===== src/verilog/tss_pkg.sv =====
package tss_pkg;

  // Register bus geometry
  localparam int          AXI_AW       = 12;
  localparam int          AXI_DW       = 32;

  // Byte addresses of the register map
  localparam logic [11:0] ADDR_CTRL    = 12'h000;
  localparam logic [11:0] ADDR_STATUS  = 12'h004;
  localparam logic [11:0] ADDR_BTE     = 12'h008;
  localparam logic [11:0] ADDR_ADJ     = 12'h00c;
  localparam logic [11:0] ADDR_HOLD    = 12'h010;
  localparam logic [11:0] ADDR_LIM0    = 12'h014; // six limit words follow
  localparam logic [11:0] ADDR_CNT0    = 12'h02c;
  localparam logic [11:0] ADDR_CNT1    = 12'h030;
  localparam logic [11:0] ADDR_CHSEL   = 12'h034;
  localparam logic [11:0] ADDR_QUEUE   = 12'h100; // one step per word

  // Control register fields
  localparam int          CTRL_EN_BIT   = 0;
  localparam int          CTRL_SDEN_BIT = 1;
  localparam int          CTRL_SWT_BIT  = 2;

  // Status register fields
  localparam int          STAT_PC_LSB   = 0;
  localparam int          STAT_ST_LSB   = 8;
  localparam int          STAT_BUSY_BIT = 12;

  // Step command byte: command in the high nibble, option in the low
  localparam logic [3:0]  CMD_CTRL     = 4'h0;
  localparam logic [3:0]  CMD_ADDCOP   = 4'h1;

  // Control step options
  localparam logic [3:0]  OPT_SD_OFF   = 4'h2;
  localparam logic [3:0]  OPT_SD_ON    = 4'h6;
  localparam logic [3:0]  OPT_T0_WAIT  = 4'h8;
  localparam logic [3:0]  OPT_T1_WAIT  = 4'h9;
  localparam logic [3:0]  OPT_SWT_WAIT = 4'hb;
  localparam logic [3:0]  OPT_CH_CNT0  = 4'hc;
  localparam logic [3:0]  OPT_CH_CNT1  = 4'hd;
  localparam logic [3:0]  OPT_CH_LIT0  = 4'he;
  localparam logic [3:0]  OPT_BCAST    = 4'hf;

  // Limit file index, also the low three option bits of add and copy
  localparam logic [2:0]  LIM_CNT0     = 3'h0;
  localparam logic [2:0]  LIM_CNT1     = 3'h1;
  localparam logic [2:0]  LIM_TMR0     = 3'h2;
  localparam logic [2:0]  LIM_TMR1     = 3'h3;
  localparam logic [2:0]  LIM_SDLY     = 3'h4;
  localparam logic [2:0]  LIM_LIT0     = 3'h5;
  localparam int          LIM_NUM      = 6;

  // Reset values
  localparam logic [31:0] RST_WORD     = 32'h0000_0000;
  localparam logic [7:0]  RST_STEP     = 8'h00;

  // Bus responses
  localparam logic [1:0]  RESP_OKAY    = 2'b00;
  localparam logic [1:0]  RESP_SLVERR  = 2'b10;

  typedef enum logic [2:0] {
    ST_IDLE     = 3'b000,
    ST_EXEC     = 3'b001,
    ST_WAIT_T0  = 3'b010,
    ST_WAIT_T1  = 3'b011,
    ST_WAIT_SWT = 3'b100,
    ST_DELAY    = 3'b101
  } tss_state_e;

endpackage


===== src/verilog/tss_limit_timer.sv =====
module tss_limit_timer #(
  parameter int W = 16
) (
  input  wire logic         clock_i, // Sequencer clock
  input  wire logic         srst_i,  // Synchronous reset
  input  wire logic         start_i, // Restart count from zero
  input  wire logic [W-1:0] limit_i, // Match value
  output logic              match_o  // Running and equal to limit
);
  import tss_pkg::*;

  logic [W-1:0] count_ff;
  logic         run_ff;

  // Counts up from zero once started, stops at the limit
  always_ff @(posedge clock_i)
  begin
    if (srst_i)
    begin
      count_ff <= W'(RST_WORD);
      run_ff   <= 1'b0;
    end
    else if (start_i)
    begin
      count_ff <= W'(RST_WORD);
      run_ff   <= 1'b1;
    end
    else if (run_ff)
    begin
      if (count_ff == limit_i)
        run_ff <= 1'b0;
      else
        count_ff <= count_ff + W'(1);
    end
  end

  // Limit read live, so a bus write that edits it mid-wait still counts
  assign match_o = run_ff && (count_ff == limit_i);

endmodule


===== src/verilog/tss_sequencer.sv =====
// Summary of operation
// - Reserved commands and options take a step but change nothing.
// - Control option 0010 turns the step delay off from its own step onward.
// - Control option 0110 turns the step delay on from its own step onward.
// - Control option 1000 starts timer 0 and holds until it meets its limit.
// - Control option 1001 starts timer 1 and holds until it meets its limit.
// - Control option 1011 holds until the software trigger bit rises.
// - Control option 1100 copies counter 0 into the ADC channel select.
// - Control option 1101 copies counter 1 into the ADC channel select.
// - Control option 1110 copies literal 0 into the ADC channel select.
// - Control option 1111 pulses every trigger enabled for broadcast.
// - Add options 0000 to 0101 add the adjust value to the chosen limit.
// - Copy options 1000 to 1101 load the hold value into the chosen limit.
//
// Design decisions made here: register access over AXI4-Lite and the register addresses.
module tss_sequencer #(
  parameter int QDEPTH = 16,
  parameter int LIM_W  = 16
) (
  input  wire logic                  clock_i,         // Sequencer clock
  input  wire logic                  srst_i,          // Synchronous reset
  input  wire logic [tss_pkg::AXI_AW-1:0] s_axi_awaddr_i,  // Write address
  input  wire logic                  s_axi_awvalid_i, // Write address valid
  output logic                       s_axi_awready_o, // Write address ready
  input  wire logic [31:0]           s_axi_wdata_i,   // Write data
  input  wire logic [3:0]            s_axi_wstrb_i,   // Write byte lanes
  input  wire logic                  s_axi_wvalid_i,  // Write data valid
  output logic                       s_axi_wready_o,  // Write data ready
  output logic [1:0]                 s_axi_bresp_o,   // Write response
  output logic                       s_axi_bvalid_o,  // Write response valid
  input  wire logic                  s_axi_bready_i,  // Write response ready
  input  wire logic [tss_pkg::AXI_AW-1:0] s_axi_araddr_i,  // Read address
  input  wire logic                  s_axi_arvalid_i, // Read address valid
  output logic                       s_axi_arready_o, // Read address ready
  output logic [31:0]                s_axi_rdata_o,   // Read data
  output logic [1:0]                 s_axi_rresp_o,   // Read response
  output logic                       s_axi_rvalid_o,  // Read data valid
  input  wire logic                  s_axi_rready_i,  // Read data ready
  output logic [31:0]                trig_o,          // Trigger pulses out
  output logic [LIM_W-1:0]           adc_chsel_o,     // ADC channel select
  output logic                       busy_o           // Sequence running
);
  import tss_pkg::*;

  localparam int PCW = $clog2(QDEPTH);
  localparam logic [AXI_AW-1:0] QEND = AXI_AW'(ADDR_QUEUE + 4 * QDEPTH);

  // Byte-lane merge for partial writes
  function automatic logic [31:0] merge_bytes(input logic [31:0] old,
                                              input logic [31:0] data,
                                              input logic [3:0]  strb);
    logic [31:0] res;
    res = old;
    for (int i = 0; i < 4; i++)
      if (strb[i])
        res[8*i +: 8] = data[8*i +: 8];
    return res;
  endfunction

  // Word-aligned and inside the map
  function automatic logic addr_mapped(input logic [AXI_AW-1:0] a);
    return (a[1:0] == 2'b00) &&
           ((a <= ADDR_CHSEL) || ((a >= ADDR_QUEUE) && (a < QEND)));
  endfunction

  // Limit file slot of a limit address
  function automatic logic [2:0] lim_index(input logic [AXI_AW-1:0] a);
    logic [AXI_AW-1:0] off;
    off = a - ADDR_LIM0;
    return off[4:2];
  endfunction

  function automatic logic is_lim(input logic [AXI_AW-1:0] a);
    return (a >= ADDR_LIM0) && (a < ADDR_CNT0);
  endfunction

  // Register state
  logic [7:0]        queue_mem [QDEPTH];
  logic [LIM_W-1:0]  lim_ff [LIM_NUM];
  logic [LIM_W-1:0]  cnt_ff [2];
  logic [31:0]       bte_ff;
  logic [LIM_W-1:0]  adj_ff;
  logic [LIM_W-1:0]  hold_ff;
  logic              en_ff;
  logic              sd_en_ff;
  logic              swt_ff;
  logic              swt_prev_ff;
  logic [LIM_W-1:0]  chsel_ff;
  logic [31:0]       trig_ff;

  // Sequencer state
  tss_state_e        state_ff;
  tss_state_e        nxt_state;
  logic [PCW-1:0]    pc_ff;

  // Bus slave state
  logic              awready_ff;
  logic              wready_ff;
  logic              bvalid_ff;
  logic [1:0]        bresp_ff;
  logic [AXI_AW-1:0] awaddr_ff;
  logic [31:0]       wdata_ff;
  logic [3:0]        wstrb_ff;
  logic              arready_ff;
  logic              rvalid_ff;
  logic [1:0]        rresp_ff;
  logic [31:0]       rdata_ff;

  // Step decode
  logic [7:0] step;
  logic [3:0] cmd;
  logic [3:0] opt;
  logic       in_ctrl;
  logic       in_addcop;
  logic       lim_hit;
  logic       sd_en_eff;
  logic       swt_rise;
  logic       t0_match;
  logic       t1_match;
  logic       sd_match;
  logic       step_done;
  logic       wait_step;
  logic       wr_fire;
  logic [31:0] rd_word;

  assign step      = queue_mem[pc_ff];
  assign cmd       = step[7:4];
  assign opt       = step[3:0];
  assign in_ctrl   = (state_ff == ST_EXEC) && (cmd == CMD_CTRL);
  assign in_addcop = (state_ff == ST_EXEC) && (cmd == CMD_ADDCOP);
  // Options 0110/0111 and 1110/1111 fall outside the file: no effect
  assign lim_hit   = in_addcop && (opt[2:0] < 3'(LIM_NUM));
  assign swt_rise  = swt_ff && !swt_prev_ff;
  assign wait_step = in_ctrl && ((opt == OPT_T0_WAIT) || (opt == OPT_T1_WAIT) ||
                                 (opt == OPT_SWT_WAIT));

  // New delay setting applies from the step that sets it onward
  always_comb
  begin
    sd_en_eff = sd_en_ff;
    if (in_ctrl && (opt == OPT_SD_OFF))
      sd_en_eff = 1'b0;
    else if (in_ctrl && (opt == OPT_SD_ON))
      sd_en_eff = 1'b1;
  end

  // Step completion, waits included
  always_comb
  begin
    case (state_ff)
      ST_EXEC:     step_done = !wait_step;
      ST_WAIT_T0:  step_done = t0_match;
      ST_WAIT_T1:  step_done = t1_match;
      ST_WAIT_SWT: step_done = swt_rise;
      default:     step_done = 1'b0;
    endcase
  end

  // Sequence flow; clearing enable aborts any wait
  always_comb
  begin
    nxt_state = state_ff;
    case (state_ff)
      ST_IDLE:
        if (en_ff)
          nxt_state = ST_EXEC;
      ST_EXEC:
        if (in_ctrl && (opt == OPT_T0_WAIT))
          nxt_state = ST_WAIT_T0;
        else if (in_ctrl && (opt == OPT_T1_WAIT))
          nxt_state = ST_WAIT_T1;
        else if (in_ctrl && (opt == OPT_SWT_WAIT))
          nxt_state = ST_WAIT_SWT;
        else if (sd_en_eff)
          nxt_state = ST_DELAY;
      ST_WAIT_T0, ST_WAIT_T1, ST_WAIT_SWT:
        if (step_done)
          nxt_state = sd_en_ff ? ST_DELAY : ST_EXEC;
      ST_DELAY:
        if (sd_match)
          nxt_state = ST_EXEC;
      default:
        nxt_state = ST_IDLE;
    endcase
    if (!en_ff)
      nxt_state = ST_IDLE;
  end

  always_ff @(posedge clock_i)
  begin
    if (srst_i)
      state_ff <= ST_IDLE;
    else
      state_ff <= nxt_state;
  end

  // Queue pointer wraps after the last slot
  always_ff @(posedge clock_i)
  begin
    if (srst_i || !en_ff)
      pc_ff <= '0;
    else if (step_done)
      pc_ff <= pc_ff + PCW'(1);
  end

  // Timers and step delay share one counter design
  tss_limit_timer #(.W(LIM_W)) u_tmr0 (
    .clock_i (clock_i),
    .srst_i  (srst_i),
    .start_i (in_ctrl && (opt == OPT_T0_WAIT)),
    .limit_i (lim_ff[LIM_TMR0]),
    .match_o (t0_match)
  );

  tss_limit_timer #(.W(LIM_W)) u_tmr1 (
    .clock_i (clock_i),
    .srst_i  (srst_i),
    .start_i (in_ctrl && (opt == OPT_T1_WAIT)),
    .limit_i (lim_ff[LIM_TMR1]),
    .match_o (t1_match)
  );

  tss_limit_timer #(.W(LIM_W)) u_sdly (
    .clock_i (clock_i),
    .srst_i  (srst_i),
    .start_i (step_done && (nxt_state == ST_DELAY)),
    .limit_i (lim_ff[LIM_SDLY]),
    .match_o (sd_match)
  );

  // Write channel: address and data taken in either order
  assign wr_fire = !awready_ff && !wready_ff && !bvalid_ff;

  always_ff @(posedge clock_i)
  begin
    if (srst_i)
    begin
      awready_ff <= 1'b1;
      wready_ff  <= 1'b1;
      bvalid_ff  <= 1'b0;
      bresp_ff   <= RESP_OKAY;
      awaddr_ff  <= '0;
      wdata_ff   <= RST_WORD;
      wstrb_ff   <= 4'h0;
    end
    else
    begin
      if (s_axi_awvalid_i && awready_ff)
      begin
        awready_ff <= 1'b0;
        awaddr_ff  <= s_axi_awaddr_i;
      end
      if (s_axi_wvalid_i && wready_ff)
      begin
        wready_ff <= 1'b0;
        wdata_ff  <= s_axi_wdata_i;
        wstrb_ff  <= s_axi_wstrb_i;
      end
      if (wr_fire)
      begin
        bvalid_ff <= 1'b1;
        bresp_ff  <= addr_mapped(awaddr_ff) ? RESP_OKAY : RESP_SLVERR;
      end
      else if (bvalid_ff && s_axi_bready_i)
      begin
        bvalid_ff  <= 1'b0;
        awready_ff <= 1'b1;
        wready_ff  <= 1'b1;
      end
    end
  end

  // Control bits; a delay step command overrides a same-cycle write
  always_ff @(posedge clock_i)
  begin
    if (srst_i)
    begin
      en_ff       <= 1'b0;
      sd_en_ff    <= 1'b0;
      swt_ff      <= 1'b0;
      swt_prev_ff <= 1'b0;
    end
    else
    begin
      swt_prev_ff <= swt_ff;
      if (wr_fire && (awaddr_ff == ADDR_CTRL) && wstrb_ff[0])
      begin
        en_ff    <= wdata_ff[CTRL_EN_BIT];
        sd_en_ff <= wdata_ff[CTRL_SDEN_BIT];
        swt_ff   <= wdata_ff[CTRL_SWT_BIT];
      end
      if (in_ctrl && ((opt == OPT_SD_OFF) || (opt == OPT_SD_ON)))
        sd_en_ff <= sd_en_eff;
    end
  end

  // Plain software registers
  always_ff @(posedge clock_i)
  begin
    if (srst_i)
    begin
      bte_ff  <= RST_WORD;
      adj_ff  <= LIM_W'(RST_WORD);
      hold_ff <= LIM_W'(RST_WORD);
      cnt_ff  <= '{default: LIM_W'(RST_WORD)};
    end
    else if (wr_fire)
    begin
      case (awaddr_ff)
        ADDR_BTE:  bte_ff    <= merge_bytes(bte_ff, wdata_ff, wstrb_ff);
        ADDR_ADJ:  adj_ff    <= LIM_W'(merge_bytes(32'(adj_ff), wdata_ff, wstrb_ff));
        ADDR_HOLD: hold_ff   <= LIM_W'(merge_bytes(32'(hold_ff), wdata_ff, wstrb_ff));
        ADDR_CNT0: cnt_ff[0] <= LIM_W'(merge_bytes(32'(cnt_ff[0]), wdata_ff, wstrb_ff));
        ADDR_CNT1: cnt_ff[1] <= LIM_W'(merge_bytes(32'(cnt_ff[1]), wdata_ff, wstrb_ff));
        default:   bte_ff    <= bte_ff;
      endcase
    end
  end

  // Limit file; a step edit wins over a same-cycle software write
  always_ff @(posedge clock_i)
  begin
    if (srst_i)
      lim_ff <= '{default: LIM_W'(RST_WORD)};
    else if (lim_hit)
    begin
      if (opt[3])
        lim_ff[opt[2:0]] <= hold_ff;
      else
        lim_ff[opt[2:0]] <= lim_ff[opt[2:0]] + adj_ff;
    end
    else if (wr_fire && is_lim(awaddr_ff))
      lim_ff[lim_index(awaddr_ff)] <=
        LIM_W'(merge_bytes(32'(lim_ff[lim_index(awaddr_ff)]), wdata_ff, wstrb_ff));
  end

  // Step queue, low byte of each word
  always_ff @(posedge clock_i)
  begin
    if (srst_i)
      queue_mem <= '{default: RST_STEP};
    else if (wr_fire && (awaddr_ff >= ADDR_QUEUE) && (awaddr_ff < QEND) && wstrb_ff[0])
      queue_mem[PCW'((awaddr_ff - ADDR_QUEUE) >> 2)] <= wdata_ff[7:0];
  end

  // ADC channel select, loaded only by control steps
  always_ff @(posedge clock_i)
  begin
    if (srst_i)
      chsel_ff <= LIM_W'(RST_WORD);
    else if (in_ctrl && (opt == OPT_CH_CNT0))
      chsel_ff <= cnt_ff[0];
    else if (in_ctrl && (opt == OPT_CH_CNT1))
      chsel_ff <= cnt_ff[1];
    else if (in_ctrl && (opt == OPT_CH_LIT0))
      chsel_ff <= lim_ff[LIM_LIT0];
  end

  // Broadcast: one-cycle pulse on every enabled trigger at once
  always_ff @(posedge clock_i)
  begin
    if (srst_i)
      trig_ff <= RST_WORD;
    else if (in_ctrl && (opt == OPT_BCAST))
      trig_ff <= bte_ff;
    else
      trig_ff <= RST_WORD;
  end

  // Read mux; unmapped words read zero with an error answer
  always_comb
  begin
    rd_word = RST_WORD;
    if (is_lim(s_axi_araddr_i))
      rd_word = 32'(lim_ff[lim_index(s_axi_araddr_i)]);
    else if ((s_axi_araddr_i >= ADDR_QUEUE) && (s_axi_araddr_i < QEND))
      rd_word = 32'(queue_mem[PCW'((s_axi_araddr_i - ADDR_QUEUE) >> 2)]);
    else
      case (s_axi_araddr_i)
        ADDR_CTRL:
        begin
          rd_word[CTRL_EN_BIT]   = en_ff;
          rd_word[CTRL_SDEN_BIT] = sd_en_ff;
          rd_word[CTRL_SWT_BIT]  = swt_ff;
        end
        ADDR_STATUS:
        begin
          rd_word[STAT_PC_LSB +: PCW] = pc_ff;
          rd_word[STAT_ST_LSB +: 3]   = state_ff;
          rd_word[STAT_BUSY_BIT]      = (state_ff != ST_IDLE);
        end
        ADDR_BTE:   rd_word = bte_ff;
        ADDR_ADJ:   rd_word = 32'(adj_ff);
        ADDR_HOLD:  rd_word = 32'(hold_ff);
        ADDR_CNT0:  rd_word = 32'(cnt_ff[0]);
        ADDR_CNT1:  rd_word = 32'(cnt_ff[1]);
        ADDR_CHSEL: rd_word = 32'(chsel_ff);
        default:    rd_word = RST_WORD;
      endcase
  end

  // Read channel: answer one cycle after the address is taken
  always_ff @(posedge clock_i)
  begin
    if (srst_i)
    begin
      arready_ff <= 1'b1;
      rvalid_ff  <= 1'b0;
      rresp_ff   <= RESP_OKAY;
      rdata_ff   <= RST_WORD;
    end
    else if (s_axi_arvalid_i && arready_ff)
    begin
      arready_ff <= 1'b0;
      rvalid_ff  <= 1'b1;
      rresp_ff   <= addr_mapped(s_axi_araddr_i) ? RESP_OKAY : RESP_SLVERR;
      rdata_ff   <= addr_mapped(s_axi_araddr_i) ? rd_word : RST_WORD;
    end
    else if (rvalid_ff && s_axi_rready_i)
    begin
      rvalid_ff  <= 1'b0;
      arready_ff <= 1'b1;
    end
  end

  // Busy is a flop loaded from the next state, so it matches the state register with no lag
  logic busy_ff;
  always_ff @(posedge clock_i)
  begin
    if (srst_i)
      busy_ff <= 1'b0;
    else
      busy_ff <= (nxt_state != ST_IDLE);
  end

  assign s_axi_awready_o = awready_ff;
  assign s_axi_wready_o  = wready_ff;
  assign s_axi_bvalid_o  = bvalid_ff;
  assign s_axi_bresp_o   = bresp_ff;
  assign s_axi_arready_o = arready_ff;
  assign s_axi_rvalid_o  = rvalid_ff;
  assign s_axi_rresp_o   = rresp_ff;
  assign s_axi_rdata_o   = rdata_ff;
  assign trig_o          = trig_ff;
  assign adc_chsel_o     = chsel_ff;
  assign busy_o          = busy_ff;

endmodule

===== config.mk =====
export PLATFORM = sky130hd
export DESIGN_NAME = tss_sequencer
export DESIGN_NICKNAME = d
export VERILOG_FILES = /design/src/verilog/tss_pkg.sv /design/src/verilog/tss_limit_timer.sv /design/src/verilog/tss_sequencer.sv
export SDC_FILE = /design/constraint.sdc
export NUM_CORES = 2
export LEC_CHECK = 0
export BUFFER_PORTS_ARGS = -buffer_cell sky130_fd_sc_hd__clkbuf_2
export CELL_PAD_IN_SITES_DETAIL_PLACEMENT = 2
export CELL_PAD_IN_SITES_GLOBAL_PLACEMENT = 2
export CORE_ASPECT_RATIO = 1.1
export CORE_MARGIN = 5
export CORE_UTILIZATION = 34
export CTS_CLUSTER_SIZE = 10
export DETAILED_ROUTE_END_ITERATION = 7
export GPL_ROUTABILITY_DRIVEN = 0
export PLACE_DENSITY = 0.73
export SLEW_MARGIN = 15
export SYNTH_ARGS = -nofsm -noshare
export SYNTH_HDL_FRONTEND = slang
export SYNTH_SLANG_ARGS = --single-unit

===== constraint.sdc =====
create_clock -name clock_i -period 5.3 [get_ports clock_i]
set_input_delay 1.06 -clock clock_i [delete_from_list [all_inputs] [get_ports clock_i]]
set_output_delay 1.06 -clock clock_i [all_outputs]
set_load 0.005 [all_outputs]

==> results.toml <==
[clocking]
htree_num_levels = 3
path_clk_slew_ns = 0.06
cts_tree = "built"
cts.sinks = 518
cts_buffers = 66
clock_latency_ns = 0.65
clock_tree.root_cell = "clkbuf_16"
clock_path_buffers = 3

[sta]
worst_clock_skew_ns = 0.05177
setup_viol = 0
setup_slack_ns = 0.2625
finalHoldViolations = 0
rsz0062_at_grt = "false"
slew_headroom = 0.1900
fin_crit_sh = 0.9505
tightestPinTransition_ns = 1.211
timing.final.crit_period_ns = 5.037
clock.fmax_mhz = 198.5
slew_violations = 0
fin_tns_setup_ns = 0

[power]
irDropWorstVdd_uv = 228.6
leakage_uw = 0.01141
p_per_area_nw_per_um2 = 289.9

[global_route]
antenna_found_initial = 2
overflow = 0
grt_pass1_wl_mm = 185.1
grt_max_degree = 187
grt_usage = 0.2863
grt_pass1_vias = 27980

[setup_path]
cp-start-kind = "flop"
critPathKind = "flop to flop"
cp_max_fo = 35
required_ns = 5.82
ff2ff_path_depth = 17
reg2reg_slack_ns = 0.26
arrival_ns = 5.56
endpoint_kind = "flop"

[finish]
n_fill_cell = 8537
area_growth_pct = 15.28
stdcell_area_um2 = 30670
final_cell_mix = "dfxtp_1 (515), nand2_1 (431), nor2_1 (349), a21oi_1 (345), nand3_1 (160)"
layout_commonest_cell = "dfxtp_1"
layout.nets = 3324
multiInputGateArea_um2 = 15150
fin_util = 0.3956
regArea_um2 = 10380
drive_above_1_share = 0.1479

[yosys]
ys_ff_latch = 518
synth-edff-count = 0
ys_seq_area_frac = 0.3898
synth_cells = 3133
syn_area_um2 = 26600
postSynthAreaPerCell_um2 = 8.491
ys_types = 91
synth_top_area_cell = "dfxtp_1"
ys_warn_count = 0
yosysTopAreaCellShare = 0.3898
async_reset_ff_frac = 0
synth_flop_cell = "dfxtp_1"
synth_area_leaders = "dfxtp_1 (39%), mux4_2 (7.0%), a21oi_1 (6.5%)"

[run]
cap_violations = 0

[place]
dpl.hpwl_mm = 92.40
io_buffer_count = 154
post_dp_cell_area_um2 = 28540
pre_cts_slack_ns = -0.1894

[detailed_routing]
avgViaCountPerCell = 6.159
drtIter0Drc = 2250
wl_met2_mm = 60.22
dr.max_layer_used = "met5"
route.met3.wl_mm = 8.451
dr_total_vias = 26460
dr.pass1.iters = 8
ant_nets = 0
drt-met1-wl_mm = 50.07
wl_per_cell_um = 29.22
wirelength_mm = 125.5
drc = 0

[die]
io_pins = 157
dieArea_um2 = 83950
core-area_um2 = 77520
start_util = 0.3432
die_y_um = 303.4
dieWidth_um = 276.7
std_cell_rows = 107

[run_status]
outcome = "completed"

[worst_hold_path]
hold_path_class = "flop to flop"
hold_path_depth = 2
## metal layers
metal | track usage | up-vias
met3 | 0.04488 | 307
met5 | 0 | -
met1 | 0.3520 | 13620
li1 | - | 11440
met4 | 0.1441 | 2
met2 | 0.4917 | 1090
## flip-flops by register name (all words and copies together) (netlist names), 12 cells and up
signal,cells
u_tmr1.count_ff,16
s_axi_rdata_o,32
hold_ff,16
wdata_ff,32
cnt_ff,32
bte_ff,32
u_tmr0.count_ff,16
lim_ff,96
adj_ff,16
awaddr_ff,12
queue_mem,128
adc_chsel_o,16
trig_o,32
u_sdly.count_ff,16
## logic make-up (layout without fill, tap and decap cells)
kind of cell,Yosys count,count (layout),synth area share
AO/OA/AOI/OAI,763,763,0.1860
XOR/XNOR,96,96,0.03161
adder cells (fa/ha/maj),31,31,0.01477
buffers and inverters,283,408,0.04332
flip-flops,518,518,0.3898
multiplexers,240,240,0.1301
other,1,4,0.0001410
AND/OR/NAND/NOR,1201,1201,0.2042
## final cells by class
type / instances / share of cell area
clock inverter: 13 / 0.008854
multi-input combinational: 2333 / 0.4940
sequential: 518 / 0.3384
inverter: 53 / 0.006487
antenna: 2 / 0.0001632
clock buffer: 87 / 0.05838
timing repair buffer: 255 / 0.05149
tap: 1035 / 0.04223
## worst max-delay path, stage by stage (launching register included)
cell       delay [ns]
dfxtp_1          0.83
nand2b_1         0.19
o22a_1           0.26
nand2_1          0.21
buf_12           0.25
mux2_2           0.35
o21ai_0          0.18
o22ai_1          0.12
ha_1             0.40
nand3_1          0.13
o211a_1          0.27
o211ai_1         0.39
o2111ai_1        0.24
and2_1           0.20
nor3_1           0.34
nor3b_4          0.08
buf_4            0.18
a311oi_1         0.29
## power breakdown
group	internal (uW)	total (uW)	switching, uW
Combinational	118	464	346
Sequential	3920	3980	58.9
Clock	2540	4450	1910
Total	6580	8890	2310
## cells in the mapped netlist (20+ instances only)
library cell  instances
clkbuf_1            167
o21ai_0              73
a22oi_1             133
ha_1                 29
dfxtp_1             518
xnor2_1              40
nor2_1              353
xor2_1               56
and2_1               52
buf_1                20
a22o_1               21
nand2_1             431
inv_1                51
nand3_1             160
nand2b_1             24
a21oi_1             345
mux4_2               83
a221oi_1             27
nor3_1               55
mux2i_1             149
buf_2                33
## stage by stage
stage | instances | hold WS (ns) | power [uW]
2_1_floorplan | 3134 | 0.4308 | 4298
3_3_place_gp | 4189 | 0.4422 | 4503
3_5_place_dp | 4189 | 0.4518 | 4516
4_1_cts | 4289 | 0.4587 | 8950
5_1_grt | 4294 | 0.4866 | 9133
6_report | 4296 | 0.4559 | 8891
## path summary, 6_finish.rpt
check,startpoint,to
setup reg to reg,pc_ff[3]$_SDFFE_PP0P_,lim_ff[15]$_SDFFE_PP0P_
hold reg to reg,wdata_ff[30]$_SDFFE_PP0P_,wdata_ff[30]$_SDFFE_PP0P_
setup / recovery,pc_ff[3]$_SDFFE_PP0P_,lim_ff[15]$_SDFFE_PP0P_
hold / removal,wdata_ff[30]$_SDFFE_PP0P_,wdata_ff[30]$_SDFFE_PP0P_
## repair_timing
action	CTS	global route
resized for setup	2	5
pin swaps	0	0
cloned	0	0
endpoints found under the setup margin	5	9
hold buffers	0	0
buffers inserted	0	5
(Power assumes the default switching activity.)
